===== src/plrs_pkg.sv =====
// Constants and types for the program counter and return stack block.
// Assumes one clock domain shared with the instruction decoder.
`default_nettype none

package plrs_pkg;

  // ----------------------------------------------------------------
  // Widths and stack constants
  // ----------------------------------------------------------------
  localparam int          PC_W        = 15;
  localparam int          PCH_W       = 7;
  localparam int          BYTE_W      = 8;
  localparam int          CALL_OPD_W  = 11;
  localparam int          PTR_W       = 5;
  localparam int          STACK_DEPTH = 16;
  localparam int          IDX_W       = 4;
  localparam int          LATCH_SEG_LO = 3;
  localparam logic [4:0]  PTR_EMPTY   = 5'h1f;
  localparam logic [4:0]  PTR_LAST    = 5'h0f;
  localparam logic [4:0]  PTR_STEP    = 5'h01;
  localparam logic [14:0] PC_STEP     = 15'h0001;
  localparam logic [14:0] PC_RESET    = 15'h0000;

  // ----------------------------------------------------------------
  // Register map
  // ----------------------------------------------------------------
  localparam int          ADDR_W          = 8;
  localparam logic [7:0]  REG_PC_LOW      = 8'h00;
  localparam logic [7:0]  REG_PC_LATCH    = 8'h04;
  localparam logic [7:0]  REG_STACK_PTR   = 8'h08;
  localparam logic [7:0]  REG_TOP_LOW     = 8'h0c;
  localparam logic [7:0]  REG_TOP_HIGH    = 8'h10;
  localparam logic [7:0]  REG_CTRL        = 8'h14;
  localparam logic [7:0]  REG_IRQ_STATUS  = 8'h18;
  localparam logic [7:0]  REG_IRQ_MASK    = 8'h1c;
  localparam int          CTRL_FAULT_RST  = 0;
  localparam int          ST_OVF          = 0;
  localparam int          ST_UNF          = 1;
  localparam int          ST_W            = 2;
  localparam logic [1:0]  RESP_OKAY       = 2'h0;
  localparam logic [1:0]  RESP_SLVERR     = 2'h2;

  // ----------------------------------------------------------------
  // Core operations
  // ----------------------------------------------------------------
  typedef enum logic [3:0] {
    PLRS_OP_STEP,
    PLRS_OP_CALL,
    PLRS_OP_CALL_VIA_ACCUMULATOR,
    PLRS_OP_BRW,
    PLRS_OP_BRA,
    PLRS_OP_RETURN,
    PLRS_OP_RETLIT,
    PLRS_OP_RETINT,
    PLRS_OP_INTR
  } plrs_op_t;

endpackage

`default_nettype wire


===== src/plrs_stack_mem.sv =====
// Return stack storage: one write port, one combinational read port.
// Assumes writes and reads share the core clock.
`default_nettype none

module plrs_stack_mem
#(
  parameter int DEPTH = 16,
  parameter int WIDTH = 15,
  parameter int AW    = 4
)
(
  input  wire logic             aclk,
  input  wire logic             wr_en,
  input  wire logic [AW-1:0]    wr_addr,
  input  wire logic [WIDTH-1:0] wr_data,
  input  wire logic [AW-1:0]    rd_addr,
  output logic      [WIDTH-1:0] rd_data
);

  // ----------------------------------------------------------------
  // Storage
  // ----------------------------------------------------------------
  logic [WIDTH-1:0] entry_mem [DEPTH];

  always_ff @(posedge aclk)
  begin
    if (wr_en)
    begin
      entry_mem[wr_addr] <= wr_data;
    end
  end

  assign rd_data = entry_mem[rd_addr];

endmodule

`default_nettype wire


===== src/plrs_top.sv =====
// Program counter loading and 16-entry return stack with AXI4-Lite access.
// Assumes the decoder drives cmd_valid/cmd_op on the same clock.
//
// Function
// - Call loads low 11 bits from operand, bits 14..11 from latch bits 6..3.
// - Call via accumulator loads low byte from accumulator, upper from latch.
// - Accumulator jump loads counter plus one plus unsigned accumulator.
// - Literal jump loads counter plus one plus sign-extended operand bits 8..0.
// - Sixteen-entry, fifteen-bit return stack kept apart from memories.
// - Push on calls and interrupt; pop on the three return forms.
// - Push and pop leave the high latch untouched.
// - With fault reset disabled the stack wraps, overwriting oldest entries.
// - Overflow and underflow flags set regardless of fault reset enable.
// - Pointer selects an entry; top low/high registers read and write it.
// - Pointer is five bits wide to expose overflow and underflow.
// - Push increments pointer then writes; pop reads then decrements.
// - Reset clears the whole program counter.
// - Writing the low byte loads the upper seven bits from the latch.
// - Pointer 0x1F means empty; pop from entry zero returns there.
`default_nettype none

module plrs_top
  import plrs_pkg::*;
#(
  parameter int          BRA_OFS_W   = 9,
  parameter logic [14:0] VECTOR_ADDR = 15'h0004
)
(
  input  wire logic                      aclk,
  input  wire logic                      aresetn,
  input  wire logic [plrs_pkg::ADDR_W-1:0] s_axi_awaddr,
  input  wire logic [2:0]                s_axi_awprot,
  input  wire logic                      s_axi_awvalid,
  output logic                           s_axi_awready,
  input  wire logic [31:0]               s_axi_wdata,
  input  wire logic [3:0]                s_axi_wstrb,
  input  wire logic                      s_axi_wvalid,
  output logic                           s_axi_wready,
  output logic [1:0]                     s_axi_bresp,
  output logic                           s_axi_bvalid,
  input  wire logic                      s_axi_bready,
  input  wire logic [plrs_pkg::ADDR_W-1:0] s_axi_araddr,
  input  wire logic [2:0]                s_axi_arprot,
  input  wire logic                      s_axi_arvalid,
  output logic                           s_axi_arready,
  output logic [31:0]                    s_axi_rdata,
  output logic [1:0]                     s_axi_rresp,
  output logic                           s_axi_rvalid,
  input  wire logic                      s_axi_rready,
  input  wire logic                      cmd_valid,
  input  wire plrs_pkg::plrs_op_t        cmd_op,
  input  wire logic [plrs_pkg::CALL_OPD_W-1:0] cmd_operand,
  input  wire logic [plrs_pkg::BYTE_W-1:0] accumulator,
  output logic [plrs_pkg::PC_W-1:0]      pc,
  output logic                           irq,
  output logic                           stack_fault_reset
);

  import plrs_pkg::*;

  // ----------------------------------------------------------------
  // State
  // ----------------------------------------------------------------
  logic [PC_W-1:0]   pc_reg;
  logic [PCH_W-1:0]  pc_high_latch_reg;
  logic [PTR_W-1:0]  return_stack_pointer_reg;
  logic              fault_rst_en_reg;
  logic [ST_W-1:0]   status_reg;
  logic [ST_W-1:0]   mask_reg;
  logic              irq_reg;
  logic              fault_reg;
  logic              awready_reg;
  logic              bvalid_reg;
  logic [1:0]        bresp_reg;
  logic              arready_reg;
  logic              rvalid_reg;
  logic [1:0]        rresp_reg;
  logic [31:0]       rdata_reg;

  // ----------------------------------------------------------------
  // Bus decode
  // ----------------------------------------------------------------
  wire wr_fire   = awready_reg;
  wire rd_fire   = arready_reg;
  wire wr_lane   = s_axi_wstrb[0];
  wire [BYTE_W-1:0] wr_byte = s_axi_wdata[BYTE_W-1:0];
  wire hit_pcl   = s_axi_awaddr == REG_PC_LOW;
  wire hit_lat   = s_axi_awaddr == REG_PC_LATCH;
  wire hit_ptr   = s_axi_awaddr == REG_STACK_PTR;
  wire hit_tl    = s_axi_awaddr == REG_TOP_LOW;
  wire hit_th    = s_axi_awaddr == REG_TOP_HIGH;
  wire hit_ctl   = s_axi_awaddr == REG_CTRL;
  wire hit_st    = s_axi_awaddr == REG_IRQ_STATUS;
  wire hit_msk   = s_axi_awaddr == REG_IRQ_MASK;
  wire wr_mapped = hit_pcl | hit_lat | hit_ptr | hit_tl | hit_th | hit_ctl | hit_st | hit_msk;
  wire wr_en_b   = wr_fire & wr_lane;
  wire sw_pcl    = wr_en_b & hit_pcl;
  wire sw_ptr    = wr_en_b & hit_ptr;
  wire sw_tl     = wr_en_b & hit_tl;
  wire sw_th     = wr_en_b & hit_th;

  // ----------------------------------------------------------------
  // Operation decode
  // ----------------------------------------------------------------
  wire op_call  = cmd_valid & (cmd_op == PLRS_OP_CALL);
  wire op_call_via_accumulator = cmd_valid & (cmd_op == PLRS_OP_CALL_VIA_ACCUMULATOR);
  wire op_brw   = cmd_valid & (cmd_op == PLRS_OP_BRW);
  wire op_bra   = cmd_valid & (cmd_op == PLRS_OP_BRA);
  wire op_intr  = cmd_valid & (cmd_op == PLRS_OP_INTR);
  wire op_step  = cmd_valid & (cmd_op == PLRS_OP_STEP);
  wire op_ret   = cmd_valid & ((cmd_op == PLRS_OP_RETURN) | (cmd_op == PLRS_OP_RETLIT)
                  | (cmd_op == PLRS_OP_RETINT));
  wire do_push  = op_call | op_call_via_accumulator | op_intr;
  wire do_pop   = op_ret;

  // ----------------------------------------------------------------
  // Stack pointer and events
  // ----------------------------------------------------------------
  wire [PTR_W-1:0] ptr_inc = return_stack_pointer_reg + PTR_STEP;
  wire [PTR_W-1:0] ptr_dec = return_stack_pointer_reg - PTR_STEP;
  wire ptr_empty = return_stack_pointer_reg == PTR_EMPTY;
  wire ovf_evt   = do_push & ~ptr_empty & (return_stack_pointer_reg >= PTR_LAST);
  wire unf_evt   = do_pop & ptr_empty;
  wire [ST_W-1:0] evt = {unf_evt, ovf_evt};
  wire [PTR_W-1:0] ptr_next = do_push ? ptr_inc :
                              do_pop  ? ptr_dec :
                              sw_ptr  ? wr_byte[PTR_W-1:0] :
                              return_stack_pointer_reg;

  // ----------------------------------------------------------------
  // Stack storage access
  // ----------------------------------------------------------------
  wire [PC_W-1:0]  pc_inc   = pc_reg + PC_STEP;
  wire [PC_W-1:0]  top_entry;
  wire [IDX_W-1:0] top_idx  = return_stack_pointer_reg[IDX_W-1:0];
  wire [PC_W-1:0]  push_val = op_intr ? pc_reg : pc_inc;
  wire [PC_W-1:0]  sw_top   = sw_tl ? {top_entry[PC_W-1:BYTE_W], wr_byte}
                                    : {wr_byte[PCH_W-1:0], top_entry[BYTE_W-1:0]};
  wire             mem_we   = do_push | (~cmd_valid & (sw_tl | sw_th));
  wire [IDX_W-1:0] mem_wa   = do_push ? ptr_inc[IDX_W-1:0] : top_idx;
  wire [PC_W-1:0]  mem_wd   = do_push ? push_val : sw_top;

  plrs_stack_mem #(
    .DEPTH (STACK_DEPTH),
    .WIDTH (PC_W),
    .AW    (IDX_W)
  ) u_stack (
    .aclk    (aclk),
    .wr_en   (mem_we),
    .wr_addr (mem_wa),
    .wr_data (mem_wd),
    .rd_addr (top_idx),
    .rd_data (top_entry)
  );

  // ----------------------------------------------------------------
  // Program counter selection
  // ----------------------------------------------------------------
  wire [PC_W-1:0] call_tgt  = {pc_high_latch_reg[PCH_W-1:LATCH_SEG_LO], cmd_operand};
  wire [PC_W-1:0] call_via_accumulator_tgt = {pc_high_latch_reg, accumulator};
  wire [PC_W-1:0] brw_tgt   = pc_inc + {{(PC_W-BYTE_W){1'b0}}, accumulator};
  wire [PC_W-1:0] bra_ofs   = {{(PC_W-BRA_OFS_W){cmd_operand[BRA_OFS_W-1]}},
                               cmd_operand[BRA_OFS_W-1:0]};
  wire [PC_W-1:0] bra_tgt   = pc_inc + bra_ofs;
  wire [PC_W-1:0] pcl_tgt   = {pc_high_latch_reg, wr_byte};
  wire [PC_W-1:0] pc_next   = op_call  ? call_tgt  :
                              op_call_via_accumulator ? call_via_accumulator_tgt :
                              op_brw   ? brw_tgt   :
                              op_bra   ? bra_tgt   :
                              op_ret   ? top_entry :
                              op_intr  ? VECTOR_ADDR :
                              op_step  ? pc_inc    :
                              sw_pcl   ? pcl_tgt   :
                              pc_reg;

  // ----------------------------------------------------------------
  // Interrupt status
  // ----------------------------------------------------------------
  wire [ST_W-1:0] st_clr  = (wr_en_b & hit_st) ? wr_byte[ST_W-1:0] : {ST_W{1'b0}};
  wire [ST_W-1:0] st_next = (status_reg & ~st_clr) | evt;

  // ----------------------------------------------------------------
  // Read decode
  // ----------------------------------------------------------------
  wire [31:0] rd_pcl = {{(32-BYTE_W){1'b0}}, pc_reg[BYTE_W-1:0]};
  wire [31:0] rd_lat = {{(32-PCH_W){1'b0}}, pc_high_latch_reg};
  wire [31:0] rd_ptr = {{(32-PTR_W){1'b0}}, return_stack_pointer_reg};
  wire [31:0] rd_tl  = {{(32-BYTE_W){1'b0}}, top_entry[BYTE_W-1:0]};
  wire [31:0] rd_th  = {{(32-PCH_W){1'b0}}, top_entry[PC_W-1:BYTE_W]};
  wire [31:0] rd_ctl = {31'h00000000, fault_rst_en_reg};
  wire [31:0] rd_st  = {{(32-ST_W){1'b0}}, status_reg};
  wire [31:0] rd_msk = {{(32-ST_W){1'b0}}, mask_reg};
  wire [7:0]  ra     = s_axi_araddr;
  wire        rd_ok  = (ra == REG_PC_LOW) | (ra == REG_PC_LATCH) | (ra == REG_STACK_PTR)
                       | (ra == REG_TOP_LOW) | (ra == REG_TOP_HIGH) | (ra == REG_CTRL)
                       | (ra == REG_IRQ_STATUS) | (ra == REG_IRQ_MASK);
  wire [31:0] rd_val = (ra == REG_PC_LOW)     ? rd_pcl :
                       (ra == REG_PC_LATCH)   ? rd_lat :
                       (ra == REG_STACK_PTR)  ? rd_ptr :
                       (ra == REG_TOP_LOW)    ? rd_tl  :
                       (ra == REG_TOP_HIGH)   ? rd_th  :
                       (ra == REG_CTRL)       ? rd_ctl :
                       (ra == REG_IRQ_STATUS) ? rd_st  :
                       (ra == REG_IRQ_MASK)   ? rd_msk :
                       32'h00000000;

  // ----------------------------------------------------------------
  // Core registers
  // ----------------------------------------------------------------
  always_ff @(posedge aclk)
  begin
    if (!aresetn)
    begin
      pc_reg                   <= PC_RESET;
      pc_high_latch_reg        <= '0;
      return_stack_pointer_reg <= PTR_EMPTY;
      fault_rst_en_reg         <= 1'b0;
      status_reg               <= '0;
      mask_reg                 <= '0;
      irq_reg                  <= 1'b0;
      fault_reg                <= 1'b0;
    end
    else
    begin
      pc_reg                   <= pc_next;
      return_stack_pointer_reg <= ptr_next;
      status_reg               <= st_next;
      irq_reg                  <= |(st_next & mask_reg);
      fault_reg                <= fault_rst_en_reg & (|evt);
      if (wr_en_b & hit_lat)
        pc_high_latch_reg <= wr_byte[PCH_W-1:0];
      if (wr_en_b & hit_ctl)
        fault_rst_en_reg <= wr_byte[CTRL_FAULT_RST];
      if (wr_en_b & hit_msk)
        mask_reg <= wr_byte[ST_W-1:0];
    end
  end

  // ----------------------------------------------------------------
  // AXI4-Lite handshakes
  // ----------------------------------------------------------------
  always_ff @(posedge aclk)
  begin
    if (!aresetn)
    begin
      awready_reg <= 1'b0;
      bvalid_reg  <= 1'b0;
      bresp_reg   <= RESP_OKAY;
      arready_reg <= 1'b0;
      rvalid_reg  <= 1'b0;
      rresp_reg   <= RESP_OKAY;
      rdata_reg   <= 32'h00000000;
    end
    else
    begin
      awready_reg <= s_axi_awvalid & s_axi_wvalid & ~awready_reg & ~bvalid_reg;
      if (wr_fire)
      begin
        bvalid_reg <= 1'b1;
        bresp_reg  <= wr_mapped ? RESP_OKAY : RESP_SLVERR;
      end
      else if (s_axi_bready)
        bvalid_reg <= 1'b0;
      arready_reg <= s_axi_arvalid & ~arready_reg & ~rvalid_reg;
      if (rd_fire)
      begin
        rvalid_reg <= 1'b1;
        rdata_reg  <= rd_val;
        rresp_reg  <= rd_ok ? RESP_OKAY : RESP_SLVERR;
      end
      else if (s_axi_rready)
        rvalid_reg <= 1'b0;
    end
  end

  assign s_axi_awready     = awready_reg;
  assign s_axi_wready      = awready_reg;
  assign s_axi_bvalid      = bvalid_reg;
  assign s_axi_bresp       = bresp_reg;
  assign s_axi_arready     = arready_reg;
  assign s_axi_rvalid      = rvalid_reg;
  assign s_axi_rresp       = rresp_reg;
  assign s_axi_rdata       = rdata_reg;
  assign pc                = pc_reg;
  assign irq               = irq_reg;
  assign stack_fault_reset = fault_reg;
endmodule

`default_nettype wire


===== config.mk =====
export PLATFORM = sky130hd
export DESIGN_NAME = plrs_top
export DESIGN_NICKNAME = d
export VERILOG_FILES = /design/src/plrs_pkg.sv /design/src/plrs_stack_mem.sv /design/src/plrs_top.sv
export SDC_FILE = /design/constraint.sdc
export NUM_CORES = 1
export LEC_CHECK = 0
export BUFFER_PORTS_ARGS = -buffer_cell sky130_fd_sc_hd__clkbuf_2
export CORE_ASPECT_RATIO = 1.1
export CORE_MARGIN = 2
export CORE_UTILIZATION = 64
export CTS_CLUSTER_SIZE = 25
export DETAILED_ROUTE_END_ITERATION = 12
export GPL_ROUTABILITY_DRIVEN = 0
export PLACE_DENSITY = 0.81
export SLEW_MARGIN = 40
export SYNTH_ARGS = -nofsm -noshare
export SYNTH_HDL_FRONTEND = slang
export SYNTH_SLANG_ARGS = --single-unit

===== constraint.sdc =====
create_clock -name aclk -period 9.2 [get_ports aclk]
set_input_delay 1.84 -clock aclk [delete_from_list [all_inputs] [get_ports aclk]]
set_output_delay 1.84 -clock aclk [all_outputs]
set_load 0.01 [all_outputs]

; Word-level counts from Yosys, hierarchy flattened
; Memories as Yosys holds them, arrays and structs flattened. A register that Yosys moved wholly into a read port is not among the register bits.
; Index checks and enable logic that the tools add are counted.
[totals]
ramBits = 240
output_inout_bits = 58
ff_bits = 74
memories = 1
wordCells = 144
[memory_table]
columns = memory, depth, width, rd, rd_ports_with_merged_regs, write_ports, line
row1 = u_stack.entry_mem, 16, 15, 1, 1, 1, plrs_stack_mem.sv:23  ; logic [WIDTH-1:0] entry_mem [DEPTH];
[classes]
muxes = 34
n_bitwise = 56
reduce_logical = 9
n_addsub = 5
eq_ne = 23
magnitude_cmp = 1
[ops]
columns = cell, count
row1 = $mux W15, 11
row2 = $eq A8 B5 Y1 const B, 8
row3 = $eq A8 B4 Y1 const B, 4
row4 = $mux W8, 4
row5 = $and A1 B1 Y1, 26
row6 = $or A1 B1 Y1, 20
row7 = $eq A4 B3 Y1 const B, 4
row8 = $eq A8 B3 Y1 const B, 2
row9 = $logic_not A8 Y1, 2
row10 = $add A15 B1 Y15 const B, 1
row11 = $add A15 B15 Y15, 1
row12 = $add A15 B8 Y15, 1
row13 = $mux W5, 3
row14 = $mux W2, 6
row15 = $mux W4, 3
row16 = $eq A4 B2 Y1 const B, 2
row17 = $reduce_bool A8 Y1, 1
row18 = $mux W7, 1
row19 = $mux W1, 6
row20 = $not A1 Y1, 6
row21 = $add A5 B1 Y5 const B, 1
row22 = $eq A5 B5 Y1 const B, 1
row23 = $ge A5 B4 Y1 const B, 1
row24 = $sub A5 B1 Y5 const B, 1
row25 = 9 further kinds, 12

; Logic depth before layout (Yosys ltp)
; Gate-level depths: netlist of run 1.
[depth]
ltp_word = 10
depth_mapped = 14
depth_no_buf = 14

; Modules after synthesis
; From an unflattened synthesis of run 1, not the netlist that was laid out.
[hier_totals]
cells_unflattened = 1121
area_unflattened_um2 = 14546.5
[modules_own_cells]
columns = module, area_each_um2, instances, cells_per_inst
row1 = plrs_stack_mem, 9146.3, 1, 391
row2 = plrs_top, 5400.2, 1, 730

; Worst setup path before layout of run 1
; Ideal clock, no wire load.
[synth_timing]
path_kind = input to register
start = input port s_axi_awaddr[7] in the netlist's numbering
end = memory u_stack.entry_mem[2][0] (enable)
arrival_ns = 4.084
path_stages = 8
setup_slack_ns = 4.729
path_cell_list = nor3_1 > nand3_1 > nor2_1 > nand4_1 > a21oi_1 > mux2i_1 > or2_2 > nor2_1
[synth_between]
elab_chain_cells = 7
elab_cells_between_ends = 9
cone_classes = 2 x eq/ne / 2 x mux / 5 x bitwise
[synth_rtl]
columns = item, line
row1 = from (decl), plrs_top.sv:31  ; input wire logic [plrs_pkg::ADDR_W-1:0] s_axi_awaddr,
row2 = $eq A8 B4 Y1 / $eq A8 B5 Y1 (equally long branches), "plrs_top.sv:90, plrs_top.sv:91"
row3 = "$and A1 B1 Y1, on equally long branches", "plrs_top.sv:99, plrs_top.sv:100"
row4 = $or A1 B1 Y1 (*), plrs_top.sv:139  ; wire mem_we = do_push | (~cmd_valid & (sw_tl | sw_th));
row5 = $and A1 B1 Y1 (*), plrs_top.sv:139
row6 = $or A1 B1 Y1 (*), plrs_top.sv:139
row7 = $mux W1 (*), plrs_stack_mem.sv:27  ; if (wr_en)
row8 = $mux W1 (implied by the code) (*), plrs_stack_mem.sv:29  ; entry_mem[wr_addr] <= wr_data;
row9 = to (decl), plrs_stack_mem.sv:23
; Mark *: on every way between the ends. The rest lies on a longest branch, timed or not.

; Worst setup path in the final report of run 1
[layout_timing]
start = input port cmd_op[0]
end = memory u_stack.entry_mem[1][10] (enable)
[layout_between]
elab_chain_cells = 7
elab_cells_between_ends = 12
cone_classes = 3 x eq/ne / 3 x mux / 6 x bitwise
[layout_rtl]
columns = item, line
row1 = from (decl), plrs_top.sv:51  ; input wire plrs_pkg::plrs_op_t cmd_op,
row2 = $eq A4 B1 Y1 / $eq A4 B2 Y1 (equally long branches), "plrs_top.sv:105, plrs_top.sv:106"
row3 = "$and A1 B1 Y1, on equally long branches", "plrs_top.sv:105, plrs_top.sv:106"
row4 = $or A1 B1 Y1, plrs_top.sv:113  ; wire do_push = op_call | op_call_via_accumulator | op_intr;
row5 = $or A1 B1 Y1 (*), plrs_top.sv:113
row6 = $or A1 B1 Y1, plrs_top.sv:139
row7 = $mux W1, plrs_stack_mem.sv:27
row8 = $mux W1 (implied by the code), plrs_stack_mem.sv:29
; Marks and branches as above.

==> results.cfg, run 1 <==
[logic_synthesis]
synth_area_um2 = 14800
synth_edf_count = 240
synth_top_area_share_pct = 48.9
post-synth-top-area-cell = edfxtp_1
synthTopCellsByArea = edfxtp_1 49%, mux4_2 8.2%, dfxtp_1 7.1%
synthArstFlopShare_pct = 0
yosysWarnings = 0
synth_area_per_cell_um2 = 13.2
synth_seq_cells = 292
synth_seq_area_share_pct = 55.9
ys_types = 75
syn-instance-count = 1118
synth-main-ff-cell = edfxtp_1

[finish]
drive_gt1_share_pct = 20.8
diodes = 0
largest_reg_flops = 240
final_nets = 1330
stdcell_count = 1531
area_growth_syn_to_layout_pct = 10.9
final_util_pct = 71.8
final_area_um2 = 16400

[worst_setup_path]
reg2reg_slack_ns = 5.28
worstReg2RegEnd = pc[13]
crit_start = cmd_op[0]
worstPathArrival_ns = 4.81
critPathLaunchType = primary input
r2r_cells = 11
cp-end-kind = register
r2r_start = pc[0]
worstSetupPathType = in -> reg
crit_path_max_fanout = 23
worstPathRequired_ns = 9.44
endpoint = u_stack.entry_mem[1][10]

[detailed_routing]
drtAntennaViolNets = 0
drt_pass1_iterations = 6
drt_iter0_drc = 1234
viasPerCell = 6.83
drt_wl_total_um = 39300
vias = 10500
drc = 0
wl_met1_um = 14300
wl_per_cell_um = 25.6
highest_layer = met4
wl_met3_um = 4030
wl_met2_um = 18900

[clock_tree]
ctsResizeCount = 0
hold_buffers = 0
root_buffer = clkbuf_16
numCtsBuffers = 29
cts.sinks = 292
cts_tree = done
insertion_delay_ns = 0.57
postCtsSetupBuffers = 0
clock_path_buffers = 3
htreeDepth = 1
clkTransAtPathRegs_ns = 0.06

[placement]
placed_cell_area_um2 = 15400
post-dp-hpwl_um = 24700
post-place-ws_ns = 4.08
dp.cells = 1476
port_buffers = 87

[floorplanning]
rows = 58
die_x_um = 149
start_util_pct = 64.7
dieArea_um2 = 24300
die_y_um = 163
boundaryPins = 147
coreArea_um2 = 22800

[timing]
layout_min_cycle_time_ns = 4.57
finalCritPeriodShare_pct = 49.6
fin_skew_ns = 0.0246
drv_slew = 0
max_slew_margin_pct = 45.2
fmax_ghz = 0.219
rsz0062_at_grt = false
finalSetupViolCount = 0
setup_slack_ns = 4.63
hold_violations = 0
holdWs_ns = 0.450
timing.setup.tns_ns = 0
worst_slew_pin_slew_ns = 0.822

[global_routing]
overflow = 0
grt_pass1_wl_um = 58300
grt_max_degree = 61
grt_usage_pct = 32.4
grt_pass1_vias = 9889
antenna_found_initial = 0

[flow_run]
max_cap_viol_count = 0

[hold_path]
hold_path.class = reg -> reg
whs_path_depth = 1
holdCritStartpoint = s_axi_bvalid

[pwr]
clock_power_share_pct = 37.4
combPwrFrac_pct = 12.5
p_total_mw = 3.00
intPower_mw = 2.23
switching_share_pct = 25.6
p_sw_uw = 766
seq_power_share_pct = 50.1
power_density_nw_per_um2 = 183
p_leak_nw = 6.01
ir_drop_uv = 173

[run_status]
status = completed
-- cells in the final DEF (no fill, tap or decap), drive strengths merged, types with 11 or more instances in the layout --
cell	count
edfxtp	240
clkbuf	120
nor2	87
mux4	72
o21ai	66
nand2	65
a21oi	64
dfxtp	52
mux2i	38
buf	37
ha	31
inv	27
conb	26
nand3	22
xnor2	19
nor3	18
a22oi	18
clkinv	16
xor2	15
o211ai	13
a211oi	13
o221ai	13
nand2b	11
-- area by class of cell --
class	instances	area (um^2)
sequential	292	8250
fill	1498	6420
multi-input combinational	736	6010
clock buffer	33	741
timing repair buffer	124	718
tap	300	375
clock inverter	21	169
inverter	25	93.8
-- metal layers --
metal,up-vias,GRT usage (%)
li1,4516,-
met1,5066,41.3
met2,711,53.8
met3,158,6.37
met4,0,16.1
met5,-,0
-- power groups by stage --
stage / clock network (mW) / registers (mW) / logic (mW)
2_1_floorplan: 0 / 1.51 / 0.266
3_3_place_gp: 0 / 1.53 / 0.346
3_5_place_dp: 0 / 1.53 / 0.360
4_1_cts: 1.14 / 1.50 / 0.364
5_1_grt: 1.19 / 1.50 / 0.404
6_report: 1.12 / 1.50 / 0.375
-- synth_stat cells (6+ instances only) --
cell,count
a21oi_1,64
o22ai_1,10
nor2_1,87
mux2i_1,38
nor3_1,18
and2_1,6
and3_1,9
mux4_2,54
mux4_1,18
a21o_1,7
a31oi_1,6
nand4_1,7
or3_1,9
clkbuf_1,34
buf_4,31
nand3_1,21
a211oi_1,13
buf_2,16
ha_1,31
nand2b_1,11
xnor2_1,19
o21ai_1,7
xor2_1,14
o221ai_1,13
dfxtp_1,52
or2_2,6
o211ai_1,13
mux2_2,6
inv_1,25
edfxtp_1,240
a22oi_1,18
o21ai_0,59
nand2_1,64
-- worst max-delay path, stage by stage --
cell and delay, ns:
clkbuf_2 0.31, o21ai_0 0.32, o211a_1 0.70, nand2_1 0.31, nor2_1 0.18, a22oi_1 0.16
nor2_1 0.63, buf_4 0.34
-- cell families after synthesis --
| group | Yosys count | synth area share [%] |
|---|---|---|
| and+or+nand+nor | 271 | 9.11 |
| adders and majority gates | 33 | 2.90 |
| AOI/OAI and AO/OA | 256 | 11.2 |
| other | 1 | 0.0254 |
| buffers and inverters | 115 | 4.28 |
| muxes | 116 | 14.5 |
| DFF | 292 | 55.9 |
| xor gates and xnor gates | 34 | 2.07 |
-- how the worst min path moves through the flow --
stage / end / slack, ns
2_1_floorplan: stack_fault_reset / 0.43
3_3_place_gp: s_axi_arready / 0.43
3_5_place_dp: s_axi_awready / 0.45
4_1_cts: s_axi_awready / 0.46
5_1_grt: s_axi_awready / 0.48
6_report: s_axi_awready / 0.45
Note: power is estimated with default switching activity, not from simulation.
==> run 2: changes to the inputs <==
--- a/config.mk
+++ b/config.mk
@@ -8,11 +8,11 @@
 export BUFFER_PORTS_ARGS = -buffer_cell sky130_fd_sc_hd__clkbuf_2
 export CORE_ASPECT_RATIO = 1.1
 export CORE_MARGIN = 2
-export CORE_UTILIZATION = 64
+export CORE_UTILIZATION = 54
 export CTS_CLUSTER_SIZE = 25
 export DETAILED_ROUTE_END_ITERATION = 12
 export GPL_ROUTABILITY_DRIVEN = 0
-export PLACE_DENSITY = 0.81
+export PLACE_DENSITY = 0.73
 export SLEW_MARGIN = 40
 export SYNTH_ARGS = -nofsm -noshare
 export SYNTH_HDL_FRONTEND = slang
==> constraint.sdc (replaced) <==
create_clock -name aclk -period 3.9 [get_ports aclk]
set_input_delay 0.78 -clock aclk [delete_from_list [all_inputs] [get_ports aclk]]
set_output_delay 0.78 -clock aclk [all_outputs]
set_load 0.01 [all_outputs]
==> run 2 against run 1 <==
  * Flip-flop and latch count stayed put
  * Utilization is 9.2 points lower
  * Wire length is 1.6% higher
  * Via count is 0.33% lower
  * Die area is 18% higher
  * Cell count is 6.7% higher
  * Global-route usage is 4.3 points lower
  * Register-to-register slack worse by 5.1 ns
  * Highest routed layer unchanged
  * First-iteration DRC count is 15% lower
==> results.cfg, run 2 (synthesized netlist as in run 1, its figures left out) <==
[timing]
hold_violations = 0
worst_slew_pin_slew_ns = 0.863
finalCritPeriodShare_pct = 94.1
holdWs_ns = 0.421
setup_slack_ns = 0.229
fmax_ghz = 0.272
drv_slew = 0
layout_min_cycle_time_ns = 3.67
rsz0062_at_grt = false
fin_skew_ns = 0.0248
max_slew_margin_pct = 42.5
finalSetupViolCount = 0
timing.setup.tns_ns = 0

[global_routing]
grt_pass1_vias = 10000
grt_usage_pct = 28.2
grt_pass1_wl_um = 60400
overflow = 0
antenna_found_initial = 0
grt_max_degree = 46

[detailed_routing]
drc = 0
drt_pass1_iterations = 6
drt_iter0_drc = 1050
viasPerCell = 6.38
drtAntennaViolNets = 0
wl_per_cell_um = 24.4
drt_wl_total_um = 39900
vias = 10400

[worst_setup_path]
worstPathArrival_ns = 4.12
cp-end-kind = register
crit_path_max_fanout = 9
worstSetupPathType = reg -> reg
critPathLaunchType = register
worstPathRequired_ns = 4.35
r2r_cells = 13
r2r_start = pc[1]
reg2reg_slack_ns = 0.23
worstReg2RegEnd = pc[9]

[placement]
post-dp-hpwl_um = 27600
placed_cell_area_um2 = 15900
port_buffers = 87
dp.cells = 1580
post-place-ws_ns = 0.326

[pwr]
seq_power_share_pct = 48.4
combPwrFrac_pct = 12.8
clock_power_share_pct = 38.8
power_density_nw_per_um2 = 433
switching_share_pct = 24.8
intPower_mw = 5.48
ir_drop_uv = 343
p_leak_nw = 6.27
p_sw_mw = 1.81

[hold_path]
min_to = s_axi_awready
hold_path.class = in -> reg
whs_path_depth = 3
holdCritStartpoint = s_axi_wvalid

[clock_tree]
cts_tree = done
clkTransAtPathRegs_ns = 0.07
root_buffer = clkbuf_16
postCtsSetupBuffers = 0
cts.sinks = 292
insertion_delay_ns = 0.58
numCtsBuffers = 29
clock_path_buffers = 3
htreeDepth = 1

[finish]
area_growth_syn_to_layout_pct = 14.1
diodes = 0
drive_gt1_share_pct = 23.1
final_area_um2 = 16800
final_nets = 1376
final_cell_mix = 240 x edfxtp_1, 87 x nor2_1, 87 x clkbuf_2, 78 x buf_4
layout_commonest_cell = edfxtp_1
largest_reg_flops = 240
fillCellCount = 2019
stdcell_count = 1633

[floorplanning]
die_x_um = 162
start_util_pct = 54.9
rows = 63
die_y_um = 177
dieArea_um2 = 28700
coreArea_um2 = 26900
boundaryPins = 147

[flow_run]
max_cap_viol_count = 0

[run_status]
status = completed
## run 2: cell types whose count changed in the layout (fill, tap and decap cells not counted), moves of 3 or more
cell	previous run	this run
bufinv_16	1	4
nor2_2	3	0
o221ai_2	5	1
clkinv_2	6	2
o221ai_1	8	12
nor2_1	83	87
buf_4	33	78
## run 2: stage by stage
step	util [%]	power, mW
3_3_place_gp	58.9	4.48
5_1_grt	62.6	7.53
2_1_floorplan	-	4.19
6_report	62.6	7.29
3_5_place_dp	59.0	4.50
4_1_cts	62.6	7.31
## run 2: cell type report
type / instances / area [um^2] / area share, %
Clock buffer: 31 / 733 / 4.35
Clock inverter: 22 / 248 / 1.47
Inverter: 25 / 93.8 / 0.557
Multi-Input combinational cell: 736 / 5970 / 35.5
Sequential cell: 292 / 8250 / 49.0
Tap cell: 357 / 447 / 2.65
Timing Repair Buffer: 170 / 1090 / 6.48
## run 2: power by group through the flow
stage / combinational [mW] / clock [mW] / sequential, mW
after CTS: 0.917 / 2.87 / 3.52
after global placement: 0.888 / 0 / 3.59
after detailed placement: 0.908 / 0 / 3.59
final: 0.934 / 2.83 / 3.53
after global routing: 1.00 / 3.00 / 3.53
after floorplan: 0.627 / 0 / 3.56
## run 2: repair_timing
item | in CTS | in global routing
hold buffers | 0 | 0
hold endpoints to repair | 0 | 0
endpoints found under the setup margin | 0 | 1
resized for setup | 0 | 1
## run 2: critical path: stages, from the launching register on
cell and delay (ns):
dfxtp_1 0.56, ha_1 0.36, nand3_2 0.11, buf_4 0.19
xnor2_1 0.34, ha_1 0.35, nand3_1 0.09, o211ai_1 0.20
a2111oi_0 0.54, xor2_1 0.18, nand2_1 0.11, a221oi_1 0.31
a211o_1 0.15, a21oi_1 0.06
## run 2: metal layers
layer / vias up / track usage (%) / routed length [um]
met1: 5032 / 36.7 / 15300
met3: 156 / 4.53 / 3420
met5: - / 0 / 0
met2: 622 / 45.5 / 18700
met4: 0 / 15.6 / 2460
li1: 4606 / - / -
## run 2: worst max path at each step
| stage | to | cells after the start | slack, ns | start |
|---|---|---|---|---|
| 2_1_floorplan | u_stack.entry_mem[2][0] | 8 | 0.49 | s_axi_awaddr[7] |
| 3_3_place_gp | pc[9] | 13 | 0.40 | pc[1] |
| 3_5_place_dp | pc[9] | 13 | 0.33 | pc[1] |
| 4_1_cts | pc[13] | 11 | 0.30 | pc[1] |
| 5_1_grt | pc[9] | 13 | 0.08 | pc[1] |
| 6_report | pc[9] | 13 | 0.23 | pc[1] |
==> run 3: changes to the inputs <==
--- a/config.mk
+++ b/config.mk
@@ -8,11 +8,11 @@
 export BUFFER_PORTS_ARGS = -buffer_cell sky130_fd_sc_hd__clkbuf_2
 export CORE_ASPECT_RATIO = 1.1
 export CORE_MARGIN = 2
-export CORE_UTILIZATION = 54
+export CORE_UTILIZATION = 45
 export CTS_CLUSTER_SIZE = 25
 export DETAILED_ROUTE_END_ITERATION = 12
 export GPL_ROUTABILITY_DRIVEN = 0
-export PLACE_DENSITY = 0.73
+export PLACE_DENSITY = 0.62
 export SLEW_MARGIN = 40
 export SYNTH_ARGS = -nofsm -noshare
 export SYNTH_HDL_FRONTEND = slang
==> run 3 against run 2 <==
  * Register-to-register slack gained 0.08 ns
  * Global-route usage shrank 4.2 points
  * Clock power grew 4%
  * Count of clock-buffer cells in the layout is the same
  * First-iteration DRC count shrank 2.8%
  * Power grew 1.5%
  * Combinational power grew 2%
  * Wire length grew 2.8%
  * Non-clock buffer count shrank 4
  * Largest power group unchanged
==> results.cfg, run 3 (synthesized netlist as in run 1, its figures left out) <==
[timing]
worst_slew_pin_slew_ns = 0.824
timing.setup.tns_ns = 0
max_slew_margin_pct = 45.0
setup_slack_ns = 0.308
layout_min_cycle_time_ns = 3.59
drv_slew = 0
fmax_ghz = 0.278
finalCritPeriodShare_pct = 92.1
rsz0062_at_grt = false
hold_violations = 0
finalSetupViolCount = 0
fin_skew_ns = 0.00794

[clock_tree]
cts.sinks = 292
hold_buffers = 0
postCtsSetupBuffers = 0
clkTransAtPathRegs_ns = 0.07
clock_path_buffers = 3
root_buffer = clkbuf_16
htreeDepth = 1
numCtsBuffers = 30
cts_tree = done
insertion_delay_ns = 0.56
ctsResizeCount = 0

[pwr]
switching_share_pct = 25.5
combPwrFrac_pct = 12.9
power_density_nw_per_um2 = 435
p_leak_nw = 6.28
intPower_mw = 5.51
clock_power_share_pct = 39.6
ir_drop_uv = 303
seq_power_share_pct = 47.6
p_sw_mw = 1.88
p_total_mw = 7.40

[detailed_routing]
vias = 10200
drt_wl_total_um = 41000
drc = 0
wl_per_cell_um = 24.1
viasPerCell = 5.98
drtAntennaViolNets = 0
drt_iter0_drc = 1021
drt_pass1_iterations = 5

[worst_setup_path]
worstReg2RegEnd = pc[9]
critPathLaunchType = register
r2r_start = pc[1]
worstPathArrival_ns = 4.04
endpoint = pc[9]
reg2reg_slack_ns = 0.31
r2r_cells = 12
crit_start = pc[1]
cp-end-kind = register
worstSetupPathType = reg -> reg
worstPathRequired_ns = 4.35
crit_path_max_fanout = 6

[run_status]
status = completed

[global_routing]
grt_pass1_wl_um = 61600
overflow = 0
antenna_found_initial = 1
grt_usage_pct = 23.9
grt_max_degree = 27
grt_pass1_vias = 9964

[finish]
area_growth_syn_to_layout_pct = 15.3
final_nets = 1373
largest_reg_flops = 240
drive_gt1_share_pct = 24.5
final_util_pct = 52.7
layout_commonest_cell = edfxtp_1
final_cell_mix = 240 x edfxtp_1, 87 x clkbuf_2, 75 x nor2_1, 73 x buf_4
stdcell_count = 1702

[floorplanning]
die_y_um = 194
start_util_pct = 45.7
boundaryPins = 147
die_x_um = 177
rows = 69
coreArea_um2 = 32300
dieArea_um2 = 34200

[placement]
port_buffers = 87
post-dp-hpwl_um = 28000
dp.cells = 1645
post-place-ws_ns = 0.425

[hold_path]
hold_path.class = in -> reg

[flow_run]
max_cap_viol_count = 0
[run 3: area by class of cell]
cell class	instances	area, um^2
multi-input combinational	736	6020
sequential	292	8250
timing repair buffer	166	1090
fill	2749	15300
antenna	1	2.50
clock inverter	25	238
tap	426	533
inverter	25	93.8
clock buffer	31	776
[run 3: worst max-delay path, cell delays in order, from the launching register on]
cell	delay [ns]
dfxtp_1	0.47
and4_1	0.33
nand2_1	0.14
xnor2_1	0.41
ha_1	0.37
and4_1	0.25
and2_1	0.17
a2111oi_0	0.47
xor2_1	0.31
nand2_1	0.09
a221oi_1	0.29
a211o_1	0.13
a21oi_1	0.05
[run 3: per-stage QoR]
stage,area [um^2],hold WS (ns)
3_3_place_gp,16000,0.434
2_1_floorplan,14800,0.425
5_1_grt,17000,0.438
6_report,17000,0.429
3_5_place_dp,16000,0.446
4_1_cts,17000,0.412
[run 3: how the worst min path moves through the flow]
stage,cells after the start,slack (ns),start,end
2_1_floorplan,2,0.43,fault_rst_en_reg,stack_fault_reset
3_3_place_gp,1,0.43,s_axi_bvalid,s_axi_awready
3_5_place_dp,1,0.45,s_axi_rvalid,s_axi_arready
4_1_cts,3,0.41,s_axi_wvalid,s_axi_awready
5_1_grt,3,0.44,s_axi_wvalid,s_axi_awready
6_report,3,0.43,s_axi_wvalid,s_axi_awready
[run 3: layer usage]
| metal | track usage, % | up-vias | part of all wire, % |
|---|---|---|---|
| met2 | 38.7 | 452 | 47 |
| li1 | - | 4601 | - |
| met1 | 31.9 | 5003 | 41 |
| met5 | 0 | - | 0 |
| met3 | 3.55 | 127 | 6.9 |
| met4 | 11.2 | 0 | 5.1 |
[run 3: power by group through the flow]
stage / combinational, mW / clock (mW) / sequential, mW
2_1_floorplan: 0.627 / 0 / 3.56
3_3_place_gp: 0.918 / 0 / 3.58
3_5_place_dp: 0.937 / 0 / 3.58
4_1_cts: 0.941 / 2.97 / 3.52
5_1_grt: 1.03 / 3.10 / 3.52
6_report: 0.951 / 2.93 / 3.52
